`src/hdl/combined_change_latch_defs.vh`:
```
`ifndef COMBINED_CHANGE_LATCH_DEFS_VH
`define COMBINED_CHANGE_LATCH_DEFS_VH

// ---------------------------------------------------------------------------
// Command codes
// ---------------------------------------------------------------------------
`define COMBINED_CHANGE_LATCH_CMD_W            4
`define COMBINED_CHANGE_LATCH_CMD_SET_CMB_EN   4'h1
`define COMBINED_CHANGE_LATCH_CMD_GET_CMB_EN   4'h2
`define COMBINED_CHANGE_LATCH_CMD_SET_FALL_EN  4'h3
`define COMBINED_CHANGE_LATCH_CMD_GET_FALL_EN  4'h4
`define COMBINED_CHANGE_LATCH_CMD_SET_RISE_EN  4'h5
`define COMBINED_CHANGE_LATCH_CMD_GET_RISE_EN  4'h6
`define COMBINED_CHANGE_LATCH_CMD_GET_CMB_LAT  4'h7
`define COMBINED_CHANGE_LATCH_CMD_GET_FALL_LAT 4'h8
`define COMBINED_CHANGE_LATCH_CMD_GET_RISE_LAT 4'h9
`define COMBINED_CHANGE_LATCH_CMD_GET_STATUS   4'hA
`define COMBINED_CHANGE_LATCH_CMD_LOCAL        4'hB
`define COMBINED_CHANGE_LATCH_CMD_LOCKOUT      4'hC
`define COMBINED_CHANGE_LATCH_CMD_REMOTE       4'hD

// ---------------------------------------------------------------------------
// Field positions and values
// ---------------------------------------------------------------------------
`define COMBINED_CHANGE_LATCH_DATA_W           16
`define COMBINED_CHANGE_LATCH_VALUE_MASK       16'h7FFF
`define COMBINED_CHANGE_LATCH_BIT_OUTPUT_FLAG_A      12
`define COMBINED_CHANGE_LATCH_BIT_REMOTE       10
`define COMBINED_CHANGE_LATCH_BIT_HIGH_VOLT    6
`define COMBINED_CHANGE_LATCH_BIT_TOP          15
`define COMBINED_CHANGE_LATCH_RST_MASK         16'h0000
`define COMBINED_CHANGE_LATCH_RST_LATCH        16'h0000

`endif

```
`src/hdl/combined_change_latch_edge_latch.v`:
```
`timescale 1ns/100ps
`include "combined_change_latch_defs.vh"

// ---------------------------------------------------------------------------
// Masked transition latch
// ---------------------------------------------------------------------------
module combined_change_latch_edge_latch
#(
   parameter W = 16
)
(
   input  wire         clk,
   input  wire         rst,
   input  wire [W-1:0] prev,
   input  wire [W-1:0] curr,
   input  wire [W-1:0] enable,
   input  wire         rising,
   input  wire         clr,
   output reg  [W-1:0] latch_r
);

   wire [W-1:0] edge_hit;

   // A set that arrives with a clear survives the clear.
   assign edge_hit = (rising ? (curr & ~prev) : (prev & ~curr)) & enable;

   always @(posedge clk or posedge rst)
   begin
      if (rst)
         latch_r <= {W{1'b0}};
      else if (clr)
         latch_r <= edge_hit;
      else
         latch_r <= latch_r | edge_hit;
   end

endmodule

```
`src/hdl/combined_change_latch_regs.v`:
```
`timescale 1ns/100ps
`include "combined_change_latch_defs.vh"

// Operation
// - Combined enable read returns both masks merged into one 16-bit value.
// - Falling mask write loads 16 bits selecting recorded 1-to-0 transitions.
// - Rising mask write loads 16 bits selecting recorded 0-to-1 transitions.
// - Falling mask read returns its contents unchanged.
// - Rising mask read returns its contents unchanged.
// - Combined latch read returns both latches merged, then clears both.
// - Falling latch read returns it and clears only it.
// - Rising latch read returns it and clears only it.
// - Status read returns the live status word, no side effect.
// - Values exchanged are 16 bits limited to 0..32767, top bit unused.
// - Bit 12 output output_flag_a, bit 10 remote, bit 6 high voltage.
// - Local command clears remote state and front-panel lockout.
// - Lock command enters lockout while under remote control.
// - During lockout front-panel operation is ignored until local command.
// - Combined enable write loads the value into both masks.
module combined_change_latch_regs
(
   input  wire        clk,
   input  wire        rst,
   input  wire        cmd_valid,
   input  wire [3:0]  cmd_code,
   input  wire [15:0] cmd_data,
   input  wire [15:0] status_in,
   input  wire        panel_req,
   output reg         rsp_valid_r,
   output reg  [15:0] rsp_data_r,
   output reg         remote_r,
   output reg         lockout_r,
   output reg         panel_ack_r,
   output reg  [15:0] status_word_r
);

   // ------------------------------------------------------------------------
   // Input synchronisers
   // ------------------------------------------------------------------------
   reg  [15:0] stat_s1_r;
   reg  [15:0] stat_s2_r;

   // Each status bit is synchronised on its own, so a change of several bits
   // at once may be seen spread over two cycles.
   always @(posedge clk or posedge rst)
   begin
      if (rst)
      begin
         stat_s1_r <= 16'h0000;
         stat_s2_r <= 16'h0000;
      end
      else
      begin
         stat_s1_r <= status_in;
         stat_s2_r <= stat_s1_r;
      end
   end

   // ------------------------------------------------------------------------
   // Front-panel request synchroniser
   // ------------------------------------------------------------------------
   reg         panel_s1_r;
   reg         panel_s2_r;

   always @(posedge clk or posedge rst)
   begin
      if (rst)
      begin
         panel_s1_r <= 1'b0;
         panel_s2_r <= 1'b0;
      end
      else
      begin
         panel_s1_r <= panel_req;
         panel_s2_r <= panel_s1_r;
      end
   end

   // ------------------------------------------------------------------------
   // Live status word with remote flag merged in
   // ------------------------------------------------------------------------
   // Bit 10 carries the remote flag, so remote and local commands show up
   // as status transitions; bits 12 and 6 pass straight through.
   reg  [15:0] live_nxt;

   always @*
   begin
      live_nxt = stat_s2_r & `COMBINED_CHANGE_LATCH_VALUE_MASK;
      live_nxt[`COMBINED_CHANGE_LATCH_BIT_REMOTE] = remote_r;
   end

   // ------------------------------------------------------------------------
   // Previous live word, the reference for transition detection
   // ------------------------------------------------------------------------
   reg  [15:0] live_prev_r;

   always @(posedge clk or posedge rst)
   begin
      if (rst)
         live_prev_r <= 16'h0000;
      else
         live_prev_r <= live_nxt;
   end

   // ------------------------------------------------------------------------
   // Command decode
   // ------------------------------------------------------------------------
   // True when a strobed command carries the given code.
   function cmd_hit;
      input       valid;
      input [3:0] code;
      input [3:0] want;
      begin
         cmd_hit = valid && (code == want);
      end
   endfunction

   wire is_set_cmb  = cmd_hit(cmd_valid, cmd_code, `COMBINED_CHANGE_LATCH_CMD_SET_CMB_EN);
   wire is_set_fall = cmd_hit(cmd_valid, cmd_code, `COMBINED_CHANGE_LATCH_CMD_SET_FALL_EN);
   wire is_set_rise = cmd_hit(cmd_valid, cmd_code, `COMBINED_CHANGE_LATCH_CMD_SET_RISE_EN);
   wire is_rd_cmb   = cmd_hit(cmd_valid, cmd_code, `COMBINED_CHANGE_LATCH_CMD_GET_CMB_LAT);
   wire is_rd_fall  = cmd_hit(cmd_valid, cmd_code, `COMBINED_CHANGE_LATCH_CMD_GET_FALL_LAT);
   wire is_rd_rise  = cmd_hit(cmd_valid, cmd_code, `COMBINED_CHANGE_LATCH_CMD_GET_RISE_LAT);
   wire is_local    = cmd_hit(cmd_valid, cmd_code, `COMBINED_CHANGE_LATCH_CMD_LOCAL);
   wire is_lockout  = cmd_hit(cmd_valid, cmd_code, `COMBINED_CHANGE_LATCH_CMD_LOCKOUT);
   wire is_remote   = cmd_hit(cmd_valid, cmd_code, `COMBINED_CHANGE_LATCH_CMD_REMOTE);

   // ------------------------------------------------------------------------
   // Write value
   // ------------------------------------------------------------------------
   // Bit 15 is dropped here, so no mask can ever hold it.
   wire [15:0] wr_val = cmd_data & `COMBINED_CHANGE_LATCH_VALUE_MASK;

   // ------------------------------------------------------------------------
   // Falling-change enable mask
   // ------------------------------------------------------------------------
   reg  [15:0] fall_en_r;

   always @(posedge clk or posedge rst)
   begin
      if (rst)
         fall_en_r <= `COMBINED_CHANGE_LATCH_RST_MASK;
      else if (is_set_cmb || is_set_fall)
         fall_en_r <= wr_val;
   end

   // ------------------------------------------------------------------------
   // Rising-change enable mask
   // ------------------------------------------------------------------------
   reg  [15:0] rise_en_r;

   always @(posedge clk or posedge rst)
   begin
      if (rst)
         rise_en_r <= `COMBINED_CHANGE_LATCH_RST_MASK;
      else if (is_set_cmb || is_set_rise)
         rise_en_r <= wr_val;
   end

   // ------------------------------------------------------------------------
   // Falling-change latch
   // ------------------------------------------------------------------------
   // Both latches compare against the same one-cycle-old live word, so each
   // transition is seen in exactly one cycle.
   wire [15:0] fall_lat;
   wire [15:0] rise_lat;

   combined_change_latch_edge_latch #(.W(16)) u_fall
   (
      .clk     (clk),
      .rst     (rst),
      .prev    (live_prev_r),
      .curr    (live_nxt),
      .enable  (fall_en_r),
      .rising  (1'b0),
      .clr     (is_rd_cmb || is_rd_fall),
      .latch_r (fall_lat)
   );

   // ------------------------------------------------------------------------
   // Rising-change latch
   // ------------------------------------------------------------------------
   combined_change_latch_edge_latch #(.W(16)) u_rise
   (
      .clk     (clk),
      .rst     (rst),
      .prev    (live_prev_r),
      .curr    (live_nxt),
      .enable  (rise_en_r),
      .rising  (1'b1),
      .clr     (is_rd_cmb || is_rd_rise),
      .latch_r (rise_lat)
   );

   // ------------------------------------------------------------------------
   // Remote, local and lockout state
   // ------------------------------------------------------------------------
   // Lockout is entered only from remote, so lockout always implies remote.
   localparam [1:0] ST_LOCAL   = 2'b00;
   localparam [1:0] ST_REMOTE  = 2'b01;
   localparam [1:0] ST_LOCKOUT = 2'b10;

   reg  [1:0]  mode_r;
   reg  [1:0]  mode_nxt;

   always @*
   begin
      mode_nxt = mode_r;
      case (mode_r)
         ST_LOCAL:
         begin
            // A lockout command outside remote is ignored.
            if (is_remote)
               mode_nxt = ST_REMOTE;
         end
         ST_REMOTE:
         begin
            if (is_local)
               mode_nxt = ST_LOCAL;
            else if (is_lockout)
               mode_nxt = ST_LOCKOUT;
         end
         ST_LOCKOUT:
         begin
            // A remote command changes nothing while locked out.
            if (is_local)
               mode_nxt = ST_LOCAL;
         end
         default:
            mode_nxt = ST_LOCAL;
      endcase
   end

   always @(posedge clk or posedge rst)
   begin
      if (rst)
      begin
         mode_r    <= ST_LOCAL;
         remote_r  <= 1'b0;
         lockout_r <= 1'b0;
      end
      else
      begin
         mode_r    <= mode_nxt;
         remote_r  <= (mode_nxt != ST_LOCAL);
         lockout_r <= (mode_nxt == ST_LOCKOUT);
      end
   end

   // ------------------------------------------------------------------------
   // Front-panel gate
   // ------------------------------------------------------------------------
   // The request is held off from the second cycle of lockout_r on and passes
   // again one cycle after the local command has cleared lockout_r.
   always @(posedge clk or posedge rst)
   begin
      if (rst)
         panel_ack_r <= 1'b0;
      else
         panel_ack_r <= panel_s2_r && !lockout_r;
   end

   // ------------------------------------------------------------------------
   // Responses
   // ------------------------------------------------------------------------
   // Writes, state commands and unknown codes answer nothing; the data
   // output then rests at zero.
   reg         rsp_nxt;
   reg  [15:0] data_nxt;

   always @*
   begin
      rsp_nxt  = 1'b0;
      data_nxt = 16'h0000;
      if (cmd_valid)
      begin
         if (cmd_code == `COMBINED_CHANGE_LATCH_CMD_GET_CMB_EN)
         begin
            rsp_nxt  = 1'b1;
            data_nxt = fall_en_r | rise_en_r;
         end
         else if (cmd_code == `COMBINED_CHANGE_LATCH_CMD_GET_FALL_EN)
         begin
            rsp_nxt  = 1'b1;
            data_nxt = fall_en_r;
         end
         else if (cmd_code == `COMBINED_CHANGE_LATCH_CMD_GET_RISE_EN)
         begin
            rsp_nxt  = 1'b1;
            data_nxt = rise_en_r;
         end
         else if (cmd_code == `COMBINED_CHANGE_LATCH_CMD_GET_CMB_LAT)
         begin
            rsp_nxt  = 1'b1;
            data_nxt = fall_lat | rise_lat;
         end
         else if (cmd_code == `COMBINED_CHANGE_LATCH_CMD_GET_FALL_LAT)
         begin
            rsp_nxt  = 1'b1;
            data_nxt = fall_lat;
         end
         else if (cmd_code == `COMBINED_CHANGE_LATCH_CMD_GET_RISE_LAT)
         begin
            rsp_nxt  = 1'b1;
            data_nxt = rise_lat;
         end
         else if (cmd_code == `COMBINED_CHANGE_LATCH_CMD_GET_STATUS)
         begin
            rsp_nxt  = 1'b1;
            data_nxt = live_nxt;
         end
      end
   end

   always @(posedge clk or posedge rst)
   begin
      if (rst)
      begin
         rsp_valid_r <= 1'b0;
         rsp_data_r  <= 16'h0000;
      end
      else
      begin
         rsp_valid_r <= rsp_nxt;
         rsp_data_r  <= data_nxt & `COMBINED_CHANGE_LATCH_VALUE_MASK;
      end
   end

   // ------------------------------------------------------------------------
   // Status word output
   // ------------------------------------------------------------------------
   // A registered copy keeps the merge logic away from the output pin.
   always @(posedge clk or posedge rst)
   begin
      if (rst)
         status_word_r <= 16'h0000;
      else
         status_word_r <= live_nxt;
   end

endmodule

```
`config.mk`:
```
export PLATFORM = sky130hd
export DESIGN_NAME = combined_change_latch_regs
export DESIGN_NICKNAME = d
export VERILOG_FILES = /design/src/hdl/combined_change_latch_edge_latch.v /design/src/hdl/combined_change_latch_regs.v
export VERILOG_INCLUDE_DIRS = /design/src /design/src/hdl
export SDC_FILE = /design/constraint.sdc
export NUM_CORES = 1
export LEC_CHECK = 0
export ABC_CLOCK_PERIOD_IN_PS = 4800
export BUFFER_PORTS_ARGS = -buffer_cell sky130_fd_sc_hd__buf_2
export CORE_MARGIN = 4
export CORE_UTILIZATION = 52
export CTS_CLUSTER_SIZE = 24
export DETAILED_ROUTE_END_ITERATION = 12
export PLACE_DENSITY = 0.75
export SYNTH_ARGS = -nofsm -noshare
export SYNTH_HDL_FRONTEND = slang
export SYNTH_SLANG_ARGS = --single-unit
```
`constraint.sdc`:
```
create_clock -name clk -period 4.8 [get_ports clk]
set_input_delay 0.96 -clock clk [delete_from_list [all_inputs] [get_ports clk]]
set_output_delay 0.96 -clock clk [all_outputs]
set_load 0.05 [all_outputs]
```
**Word level (Yosys, flattened, before mapping)**

Cells that the tools add are included.

- Reduce and logical (&&, ||, !) cells: 17
- Bitwise logic cells: 10
- Mux-type cells: 23
- Equal/unequal tests: 16

Operators with widths:

| operator | number |
|---|---|
| $mux W15 | 8 |
| $and A15 B16 Y16 | 2 |
| $and A16 B15 Y16 | 2 |
| $mux W16 | 2 |
| $not A15 Y16 | 2 |
| $or A16 B16 Y16 | 2 |
| $or A15 B15 Y15 | 2 |
| $eq A4 B4 Y1 const B | 6 |
| $eq A4 B3 Y1 const B | 4 |
| $logic_and A1 B1 Y1 | 10 |
| $eq A4 B2 Y1 const B | 2 |
| $mux W1 | 8 |
| $mux W2 | 4 |
| $pmux W2 S3 | 1 |
| $eq A2 B2 Y1 const B | 2 |
| $eq A4 B1 Y1 const B | 1 |
| $logic_or A1 B1 Y1 | 4 |
| $eq A2 B1 Y1 const B | 1 |
| $logic_not A2 Y1 | 1 |
| $reduce_bool A2 Y1 | 1 |
| $logic_not A1 Y1 | 1 |

- Input bits: 40
- Output and inout bits: 36
- Register bits after elaboration: 130
- Word-level logic and storage cells: 81

**Longest topological paths before layout**

Gate-level depths: netlist (run 1).

- Word-level depth: 9
- Gate-level depth with buffers: 7
- Depth with buffers taken out: 4

**Modules after synthesis**

Synthesis (run 1) repeated with hierarchy kept, for this count alone.

- Cells, all modules: 543
- Area, all modules: 6266.0 sq um

Modules (own cells, without submodules):

| module | area each (sq um) | cells an instance | instances | seq. area each (sq um) |
|---|---|---|---|---|
| combined_change_latch_regs | 4226.6 | 373 | 1 | 2402.3 |
| combined_change_latch_edge_latch | 1019.7 | 85 | 2 | 400.4 |

**Least setup slack after synthesis (run 1)**

No wires, ideal clock.

- Kind: input to register
- From: in cmd_valid
- To: reg rise_en_r[0]
- Library setup time: 0.125 ns
- Path buffers: 2
- Setup slack: 2.524 ns
- Data required time: 4.675 ns
- Arrival: 2.151 ns
- Stages on the path: 5
- Path through: clkbuf_2 inv_1 nor4b_4 buf_6 mux2_2

- Longest elaborated chain between the ends: 2
- Elaborated cells between the ends (all ways): 3
- Those cells by class: 3 x reduce/logical

RTL lines:

| element | line | RTL |
|---|---|---|
| from (decl) | combined_change_latch_regs.v:24 | `input wire cmd_valid,` |
| $logic_and A1 B1 Y1 | combined_change_latch_regs.v:114 | `cmd_hit = valid && (code == want);` |
| $logic_or A1 B1 Y1 (*) | combined_change_latch_regs.v:156 | `else if (is_set_cmb \|\| is_set_rise)` |
| to (signal assigned) | combined_change_latch_regs.v:155 | `` rise_en_r <= `COMBINED_CHANGE_LATCH_RST_MASK; `` |
| to (signal assigned) | combined_change_latch_regs.v:157 | `rise_en_r <= wr_val;` |
| to (decl) | combined_change_latch_regs.v:150 | `reg [15:0] rise_en_r;` |

Mark *: on every way between the ends. The rest lies on a longest branch, timed or not.
A chain may end at the register's enable or synchronous reset.

**Final worst setup path (run 1)**

- From: in cmd_code[2]
- To: reg u_rise.latch_r[5]

- Longest elaborated chain between the ends: 4
- Elaborated cells between the ends (all ways): 6
- Those cells by class: 2 x eq/ne; 1 x mux; 3 x reduce/logical

RTL lines:

| element | line | RTL |
|---|---|---|
| from (decl) | combined_change_latch_regs.v:25 | `input wire [3:0] cmd_code,` |
| $eq A4 B3 Y1 / $eq A4 B4 Y1 (equally long branches) | combined_change_latch_regs.v:114 |  |
| $logic_and A1 B1 Y1 | combined_change_latch_regs.v:114 |  |
| $logic_or A1 B1 Y1 (*) | combined_change_latch_regs.v:191 | `.clr (is_rd_cmb \|\| is_rd_rise),` |
| $mux W16 (*) | combined_change_latch_edge_latch.v:31 | `else if (clr)` |
| to (signal assigned) | combined_change_latch_edge_latch.v:30 | `latch_r <= {W{1'b0}};` |
| to (signal assigned) | combined_change_latch_edge_latch.v:32 | `latch_r <= edge_hit;` |
| to (signal assigned) | combined_change_latch_edge_latch.v:34 | `latch_r <= latch_r \| edge_hit;` |
| to (decl) | combined_change_latch_edge_latch.v:19 | `output reg [W-1:0] latch_r` |

Marked as above.

==> out/results.ini, run 1 <==
[outcome]
status = finished, final reports clean

[timing]
grt_setup_unrepaired = false
hold_slack_ns = 0.3454
finalCritPeriodShare = 0.5481
fin_setup_tns_ns = 0
tightest_slew_ns = 1.179
layout_setup_ws_ns = 2.169
period_needed_ns = 2.631
slew_viol_final = 0
slew_headroom = 0.2114
hold_viol = 0
max_freq_ghz = 0.3801
clock_skew_ns = 0.01016
setup_violations = 0

[yosys]
ys.flop_type = dfrtp_1
yosysSeqAreaShare = 0.6007
netlist_instances = 451
synth_seq_cells = 126
synth_area_um2 = 5249
ys_types = 38
synth_edf_count = 0
synth.avg_cell_area_um2 = 11.64
synth-async-reset-ratio = 1.000
synth_warnings = 0

[final_layout]
num_antenna_cells = 0
post-route-util = 0.6323
layout_common_cells = dfrtp_1 (126), buf_2 (70), nand2_1 (49)
fin_cells = 662
final_common_cell = dfrtp_1
nets = 558
area_delta_synth_final_pct = 18.28
final_layout_size_suffix_gt1_frac = 0.2684

[critical_path]
reg2reg_from = fall_en_r[6]
reg2reg_depth = 4
endpoint_kind = flip-flop
crit_start = cmd_code[2]
cp_max_fo = 26
critical_path_buf_inv_count = 1
worstPathCellList = buf_2 -> and3b_1 -> o21bai_2 -> a32o_1
path_class = primary input to flip-flop
arrival_ns = 3.03
start_kind = primary input
slowest_stage = and3b_1
cp_slowest_stage_delay_ns = 0.77
path_delay_family = compound AO/OA/AOI/OAI gates
worstSetupPathDepth = 4
required_ns = 5.20

[cts]
insertion_delay_ns = 0.52
clk_pin_slew_ns = 0.06
numCtsBuffers = 17
post_cts_buffers = 0
cts_buffer_depth = 2
numClockSinks = 126
cts_tree = yes
cts_resized = 0
cts_htree_levels = 4
postCtsHoldBufs = 0
cts_root_buf = clkbuf_8

[pwr]
ir_drop_uv = 312.8
power_density_nw_per_um2 = 481.2
p_leak_nw = 2.830

[die]
die_x_um = 108.5
initial_utilization = 0.5345
rows = 36
io_pins = 76
die_h_um = 108.5
core_um2 = 9819
dieArea_um2 = 11760

[flow_run]
max_cap_violations = 0

[placement]
place_congestion = 0.8488
dp_slack_ns = 1.703
portBuffers = 70
placedCellCount = 632
hpwlAfterDp_mm = 7.733

[route]
drt_iter0_markers = 293
ant_nets = 0
wire_per_inst_um = 18.69
viasPerCell = 5.962
first_pass_iters = 5
post-route-drc-count = 0
vias = 3947
drt_wl_total_mm = 12.37

[worst_hold_path]
min_path_cells = 0
min_from = stat_s1_r[8]
hp-class = flip-flop to flip-flop

[global_route]
grt_max_degree = 45
grt_pass1_vias = 4122
grt_usage = 0.2298
grt_pass1_wl_mm = 20.56
grt_overflow = 0
antenna_found_initial = 0

registers in the layout, summed over array words and instances, names as in the netlist:
| name | flops |
|---|---|
| panel_ack_r | 1 |
| u_fall.latch_r | 15 |
| u_rise.latch_r | 15 |
| stat_s2_r | 14 |
| stat_s1_r | 14 |
| mode_r | 2 |
| panel_s2_r | 1 |
| rise_en_r | 15 |
| status_word_r | 15 |
| panel_s1_r | 1 |
| rsp_valid_r | 1 |
| lockout_r | 1 |
| fall_en_r | 15 |
| remote_r | 1 |
| rsp_data_r | 15 |
layout make-up:
class                           count  area [µm²]
Clock inverter                      7       62.56
Inverter                           18       70.07
Multi-Input combinational cell    277        1869
Tap cell                          133       166.4
Sequential cell                   126        3153
Clock buffer                       23       476.7
Timing Repair Buffer               78       410.4
Fill cell                         759        3611
worst reg2reg max path: stages (launching register included):
cell and delay, ns:
dfrtp_1 0.42, a21o_1 0.19, o211ai_1 0.10, o211ai_1 0.13, and4_1 0.26
cells in the mapped netlist (2+ instances only):
library cell	instances	share of area
nand3_1	16	0.015
buf_6	2	0.0043
nand2_1	49	0.035
inv_1	18	0.013
o21ai_0	30	0.029
nor2b_1	3	0.0036
a32o_1	15	0.029
clkbuf_1	7	0.0050
nor2_1	21	0.015
nor4b_4	2	0.0091
a21o_1	15	0.021
dfrtp_1	126	0.60
o211ai_1	30	0.043
clkbuf_2	2	0.0019
and4_1	15	0.025
a22oi_1	15	0.021
a21oi_1	18	0.017
mux2_2	30	0.064
buf_4	6	0.0086
buf_2	13	0.012
routing by layer:
metal	vias up	track usage	wire, µm
met5	-	0	0
met4	0	0.1244	392
met3	39	0.07284	951
met2	189	0.3641	6093
met1	1948	0.2802	4933
li1	1771	-	-
final timing paths:
kind                                      to  slack [ns]
max in group asynchronous      stat_s1_r[13]        3.37
min in group asynchronous  u_rise.latch_r[2]        0.50
setup reg to reg               rsp_data_r[6]        3.59
setup / recovery           u_rise.latch_r[5]        2.17
hold reg to reg                 stat_s2_r[8]        0.35
hold / removal                  stat_s2_r[8]        0.35
metrics by stage:
stage	area [µm²]	total power [mW]
2_1_floorplan	5253	1.712
6_report	6208	2.987
3_5_place_dp	5669	1.850
5_1_grt	6208	3.131
4_1_cts	6208	3.003
3_3_place_gp	5669	1.817
cells by family (layout without fill, tap and decap cells):
kind of cell    Yosys count  count (layout)  share of synthesized area
compound gates          130             130                     0.1702
buf+inv                  49             126                    0.04577
flops                   126             126                     0.6007
mux                      30              30                    0.06436
other cells               1               2                  0.0007145
simple gates            115             115                     0.1182
power by group:
group	internal (mW)	total [mW]	switching (mW)
clock network	0.729	1.15	0.420
registers	1.24	1.40	0.158
logic	0.178	0.440	0.262
No activity file was read; power rests on OpenSTA's default activity.
==> run 2, diff against run 1 <==
--- a/config.mk
+++ b/config.mk
@@ -6,13 +6,13 @@
 export SDC_FILE = /design/constraint.sdc
 export NUM_CORES = 1
 export LEC_CHECK = 0
-export ABC_CLOCK_PERIOD_IN_PS = 4800
+export ABC_CLOCK_PERIOD_IN_PS = 2350
 export BUFFER_PORTS_ARGS = -buffer_cell sky130_fd_sc_hd__buf_2
 export CORE_MARGIN = 4
-export CORE_UTILIZATION = 52
+export CORE_UTILIZATION = 51
 export CTS_CLUSTER_SIZE = 24
 export DETAILED_ROUTE_END_ITERATION = 12
-export PLACE_DENSITY = 0.75
+export PLACE_DENSITY = 0.76
 export SYNTH_ARGS = -nofsm -noshare
 export SYNTH_HDL_FRONTEND = slang
 export SYNTH_SLANG_ARGS = --single-unit
==> constraint.sdc (replaced) <==
create_clock -name clk -period 2.35 [get_ports clk]
set_input_delay 0.47 -clock clk [delete_from_list [all_inputs] [get_ports clk]]
set_output_delay 0.47 -clock clk [all_outputs]
set_load 0.05 [all_outputs]
==> out/results.ini, run 2 (synthesis gave the netlist of run 1 again) <==
[cts]
postCtsHoldBufs = 0  ; unchanged
clk_pin_slew_ns = 0.06  ; about the same
numCtsBuffers = 17  ; unchanged
cts_resized = 0  ; unchanged
insertion_delay_ns = 0.53  ; about the same
post_cts_buffers = 0  ; unchanged
cts_root_buf = clkbuf_8
numClockSinks = 126  ; unchanged
cts_buffer_depth = 2  ; unchanged
cts_htree_levels = 4  ; unchanged
cts_tree = yes

[critical_path]
cp_max_fo = 15  ; -42%
endpoint_kind = flip-flop
arrival_ns = 2.17  ; -0.86 ns
required_ns = 2.81  ; -2.39 ns
cp_slowest_stage_delay_ns = 0.90  ; +0.13 ns
worstPathCellList = buf_2 -> nor2_1 -> o211ai_1 -> nand3_1 -> and4_1
start_kind = primary input
crit_start = cmd_code[0]
path_class = primary input to flip-flop
reg2reg_from = fall_en_r[12]
slowest_stage = nor2_1

[placement]
place_congestion = 0.7955  ; -6.3%
hpwlAfterDp_mm = 8.356  ; +8.0%
portBuffers = 70  ; unchanged

[timing]
max_freq_ghz = 0.5853
tightest_slew_ns = 1.200  ; +0.02113 ns
slew_viol_final = 0  ; unchanged
period_needed_ns = 1.709
finalCritPeriodShare = 0.7270
slew_headroom = 0.1973  ; -0.01413
grt_setup_unrepaired = false
setup_violations = 0  ; unchanged
hold_viol = 0  ; unchanged
clock_skew_ns = 0.009257  ; -0.0009044 ns
hold_slack_ns = 0.04398  ; -0.3014 ns
fin_setup_tns_ns = 0  ; unchanged

[final_layout]
multi_input_area_um2 = 1859  ; -0.54%
fillers = 776  ; +2.2%
final_layout_size_suffix_gt1_frac = 0.2969  ; +0.02847
regArea_um2 = 3153  ; unchanged
layout_common_cells = dfrtp_1 (126), buf_2 (70), nand2_1 (49)
area_delta_synth_final_pct = 21.33
nets = 576  ; +3.2%
num_antenna_cells = 0  ; unchanged
final_common_cell = dfrtp_1

[die]
rows = 36  ; unchanged
die_x_um = 109.5  ; +0.91%
initial_utilization = 0.5297  ; -0.004859
core_um2 = 9910  ; +0.92%
dieArea_um2 = 11980  ; +1.8%
io_pins = 76  ; unchanged
die_h_um = 109.5  ; +0.91%

[worst_hold_path]
hp-class = primary input to flip-flop
min_from = status_in[6]

[global_route]
grt_overflow = 0  ; unchanged
grt_max_degree = 127  ; +180%
grt_pass1_vias = 4271  ; +3.6%
antenna_found_initial = 0  ; unchanged
grt_pass1_wl_mm = 21.42  ; +4.2%
grt_usage = 0.2416  ; +0.01183

[route]
ant_nets = 0  ; unchanged
post-route-drc-count = 0  ; unchanged
vias = 4045  ; +2.5%
drt_wl_total_mm = 13.21  ; +6.8%
wire_per_inst_um = 19.37  ; +3.7%
first_pass_iters = 5  ; unchanged
viasPerCell = 5.931  ; -0.52%
drt_iter0_markers = 315  ; +7.5%

[outcome]
status = finished, final reports clean

[pwr]
power_density_nw_per_um2 = 966.9  ; +100%
ir_drop_uv = 528.7  ; +69%
p_leak_nw = 2.917  ; +3.1%

[flow_run]
max_cap_violations = 0  ; unchanged

## run 2: report_power, final
group          internal [mW]  switching [mW]
logic                  0.381           0.549
clock network           1.42           0.957
registers               2.53           0.315
## run 2: critical path: cells and delay by family
family	cells	cell delay, ns
and+or+nand+nor	3	1.30
AOI/OAI and AO/OA	1	0.29
buffers and inverters	1	0.11
## run 2: per-stage QoR
step                area, µm²  std cells  power (mW)  setup WS (ns)  utilization
global route             6369        682       6.451         0.4877       0.6427
finish                   6369        682       6.158         0.6414       0.6427
detailed placement       5821        650       3.807        0.09460       0.5874
floorplan                5256        452       3.497         0.3267            -
global placement         5821        650       3.728         0.1691       0.5874
CTS                      6369        682       6.192         0.6164       0.6427
## run 2: final timing paths
| kind | to | slack (ns) | depth (start not counted) |
|---|---|---|---|
| max reg2reg | rsp_data_r[12] | 1.14 | 4 |
| min | stat_s1_r[6] | 0.04 | 1 |
| max in group asynchronous | fall_en_r[11] | 1.70 | 3 |
| max | rsp_data_r[12] | 0.64 | 5 |
| min reg2reg | panel_s2_r | 0.35 | 0 |
| min in group asynchronous | stat_s1_r[1] | 0.09 | 3 |
## run 2: layer usage
| metal | share of wire | track usage |
|---|---|---|
| met5 | 0 | 0 |
| met4 | 0.031 | 0.1362 |
| met3 | 0.070 | 0.05931 |
| met2 | 0.50 | 0.3997 |
| met1 | 0.39 | 0.2887 |
## run 2: area by class of cell
type                            instances  share of cell area
Clock buffer                           18             0.06719
Clock inverter                         14             0.01886
Multi-Input combinational cell        277              0.2919
Timing Repair Buffer                   96             0.08959
Tap cell                              133             0.02613
Sequential cell                       126              0.4951
Inverter                               18             0.01120
==> run 3, diff against run 2 <==
--- a/config.mk
+++ b/config.mk
@@ -6,7 +6,7 @@
 export SDC_FILE = /design/constraint.sdc
 export NUM_CORES = 1
 export LEC_CHECK = 0
-export ABC_CLOCK_PERIOD_IN_PS = 2350
+export ABC_CLOCK_PERIOD_IN_PS = 1500
 export BUFFER_PORTS_ARGS = -buffer_cell sky130_fd_sc_hd__buf_2
 export CORE_MARGIN = 4
 export CORE_UTILIZATION = 51
==> constraint.sdc (replaced) <==
create_clock -name clk -period 1.5 [get_ports clk]
set_input_delay 0.3 -clock clk [delete_from_list [all_inputs] [get_ports clk]]
set_output_delay 0.3 -clock clk [all_outputs]
set_load 0.05 [all_outputs]
==> out/results.ini, run 3 (synthesis gave the netlist of run 1 again) <==
[outcome]
status = finished, final reports clean

[cts]
cts_htree_levels = 4  ; unchanged
clk_pin_slew_ns = 0.05  ; about the same
cts_tree = yes
numCtsBuffers = 17  ; unchanged
numClockSinks = 126  ; unchanged
insertion_delay_ns = 0.52  ; about the same
cts_root_buf = clkbuf_8
cts_buffer_depth = 2  ; unchanged

[placement]
hpwlAfterDp_mm = 8.946  ; +7.1%
dp_slack_ns = -0.1493  ; -0.2439 ns
place_area_um2 = 6008  ; +3.2%
portBuffers = 70  ; unchanged
place_congestion = 0.8558  ; +7.6%

[timing]
hold_viol = 0  ; unchanged
max_freq_ghz = 0.6855
finalCritPeriodShare = 0.9726
period_needed_ns = 1.459
slew_headroom = 0.6164  ; +0.4192
setup_violations = 0  ; unchanged
grt_setup_unrepaired = false
layout_setup_ws_ns = 0.04114  ; -0.6003 ns
clock_skew_ns = 0.006320  ; -0.002937 ns
fin_setup_tns_ns = 0  ; unchanged
slew_viol_final = 0  ; unchanged
hold_slack_ns = 0.03127  ; -0.01271 ns
tightest_slew_ns = 0.5754  ; -0.6243 ns

[final_layout]
fillers = 729  ; -6.1%
regArea_um2 = 3153  ; unchanged
final_layout_size_suffix_gt1_frac = 0.3082  ; +0.01132
multi_input_area_um2 = 1897  ; +2.0%
num_antenna_cells = 0  ; unchanged
final_common_cell = dfrtp_1
nets = 613  ; +6.4%
layout_common_cells = dfrtp_1 (126), buf_2 (54), buf_4 (51)
area_delta_synth_final_pct = 28.92
design_area_um2 = 6766  ; +6.2%

[critical_path]
cp_max_fo = 3  ; -12
cp_slowest_stage_delay_ns = 0.39  ; -0.51 ns
path_class = flip-flop to primary output
worstPathCellList = clkbuf_4
arrival_ns = 1.16  ; -1.01 ns
start_kind = flip-flop
critical_path_buf_inv_count = 1  ; unchanged
endpoint_kind = primary output
required_ns = 1.20  ; -1.61 ns
slowest_stage = dfrtp_1
path_delay_family = flip-flops

[route]
wire_per_inst_um = 18.36  ; -5.2%
vias = 4168  ; +3.0%
drt_iter0_markers = 296  ; -6.0%
first_pass_iters = 5  ; unchanged
ant_nets = 0  ; unchanged
viasPerCell = 5.813  ; -2.0%
drt_wl_total_mm = 13.16  ; -0.37%
post-route-drc-count = 0  ; unchanged

[global_route]
grt_max_degree = 80  ; -37%
grt_pass1_vias = 4377  ; +2.5%
met1_usage = 0.2858  ; -0.002854
antenna_found_initial = 0  ; unchanged
grt_util_met3 = 0.05696  ; -0.002349
grt_pass1_wl_mm = 21.62  ; +0.90%
grt_usage = 0.2398  ; -0.001844
grt_overflow = 0  ; unchanged
busiest_layer = met2
met2_usage = 0.4037  ; +0.003923

[die]
rows = 36  ; unchanged
die_h_um = 109.5  ; unchanged
dieArea_um2 = 11980  ; unchanged
io_pins = 76  ; unchanged
initial_utilization = 0.5297  ; unchanged
die_x_um = 109.5  ; unchanged
core_um2 = 9910  ; unchanged

[pwr]
ir_drop_uv = 1149  ; +120%
p_leak_nw = 3.137  ; +7.5%
p_total_mw = 9.925  ; +61%
power_density_nw_per_um2 = 1467  ; +52%

[worst_hold_path]
hp-class = primary input to flip-flop

[flow_run]
max_cap_violations = 0  ; unchanged

## run 3: changes by cell type in the layout (fill, tap and decap cells not counted), sizes merged
cell | previous run | this run
bufinv | 1 | 2
dlygate4sd3 | 0 | 16
clkinvlp | 5 | 2
buf | 96 | 107
clkbuf | 18 | 33
clkinv | 8 | 4
inv | 18 | 17
## run 3: metal layers
metal / vias to the layer above / part of all wire
li1: 1881 / -
met4: 0 / 0.034
met3: 45 / 0.071
met2: 206 / 0.49
met1: 2036 / 0.40
met5: - / 0
## run 3: path summary, 6_finish.rpt
path | startpoint | depth (start not counted) | end | slack [ns]
hold / removal | cmd_data[4] | 2 | rise_en_r[4] | 0.03
min in group asynchronous | rst | 4 | status_word_r[3] | 0.43
max in group asynchronous | rst | 4 | fall_en_r[10] | 0.57
hold reg to reg | stat_s1_r[2] | 0 | stat_s2_r[2] | 0.35
setup / recovery | status_word_r[3] | 1 | status_word_r[3] | 0.04
setup reg to reg | fall_en_r[7] | 4 | rsp_data_r[7] | 0.32
## run 3: power by group
| part | internal, mW | leakage, nW | switching, mW |
|---|---|---|---|
| Clock | 2.46 | 0.274 | 1.37 |
| Sequential | 3.97 | 1.49 | 0.533 |
| Combinational | 0.718 | 1.37 | 0.872 |
## run 3: metrics by stage
| step | std cells | util |
|---|---|---|
| after floorplan | 452 | - |
| after global placement | 671 | 0.6063 |
| after detailed placement | 671 | 0.6063 |
| after CTS | 717 | 0.6797 |
| after global routing | 717 | 0.6828 |
| final | 717 | 0.6828 |
## run 3: layout make-up
type                       instances  share of cell area
sequential                       126              0.4660
multi-input combinational        277              0.2803
timing repair buffer             133              0.1359
clock buffer                      23             0.06897
tap                              133             0.02459
clock inverter                     7             0.01294
inverter                          18             0.01128
## run 3: worst reg2reg max path: stages, from the launching register on
cell	delay, ns
dfrtp_1	0.41
a21o_1	0.20
o211ai_1	0.11
o211ai_1	0.13
and4_1	0.22
## run 3: timing repair
| action | in CTS | in global routing |
|---|---|---|
| gates resized for setup | 5 | 13 |
| hold endpoints to repair | 94 | 0 |
| pin swaps | 0 | 0 |
| setup endpoints to repair | 5 | 12 |
| hold buffers | 16 | 0 |
| buffers inserted | 0 | 0 |
| gates cloned | 0 | 0 |
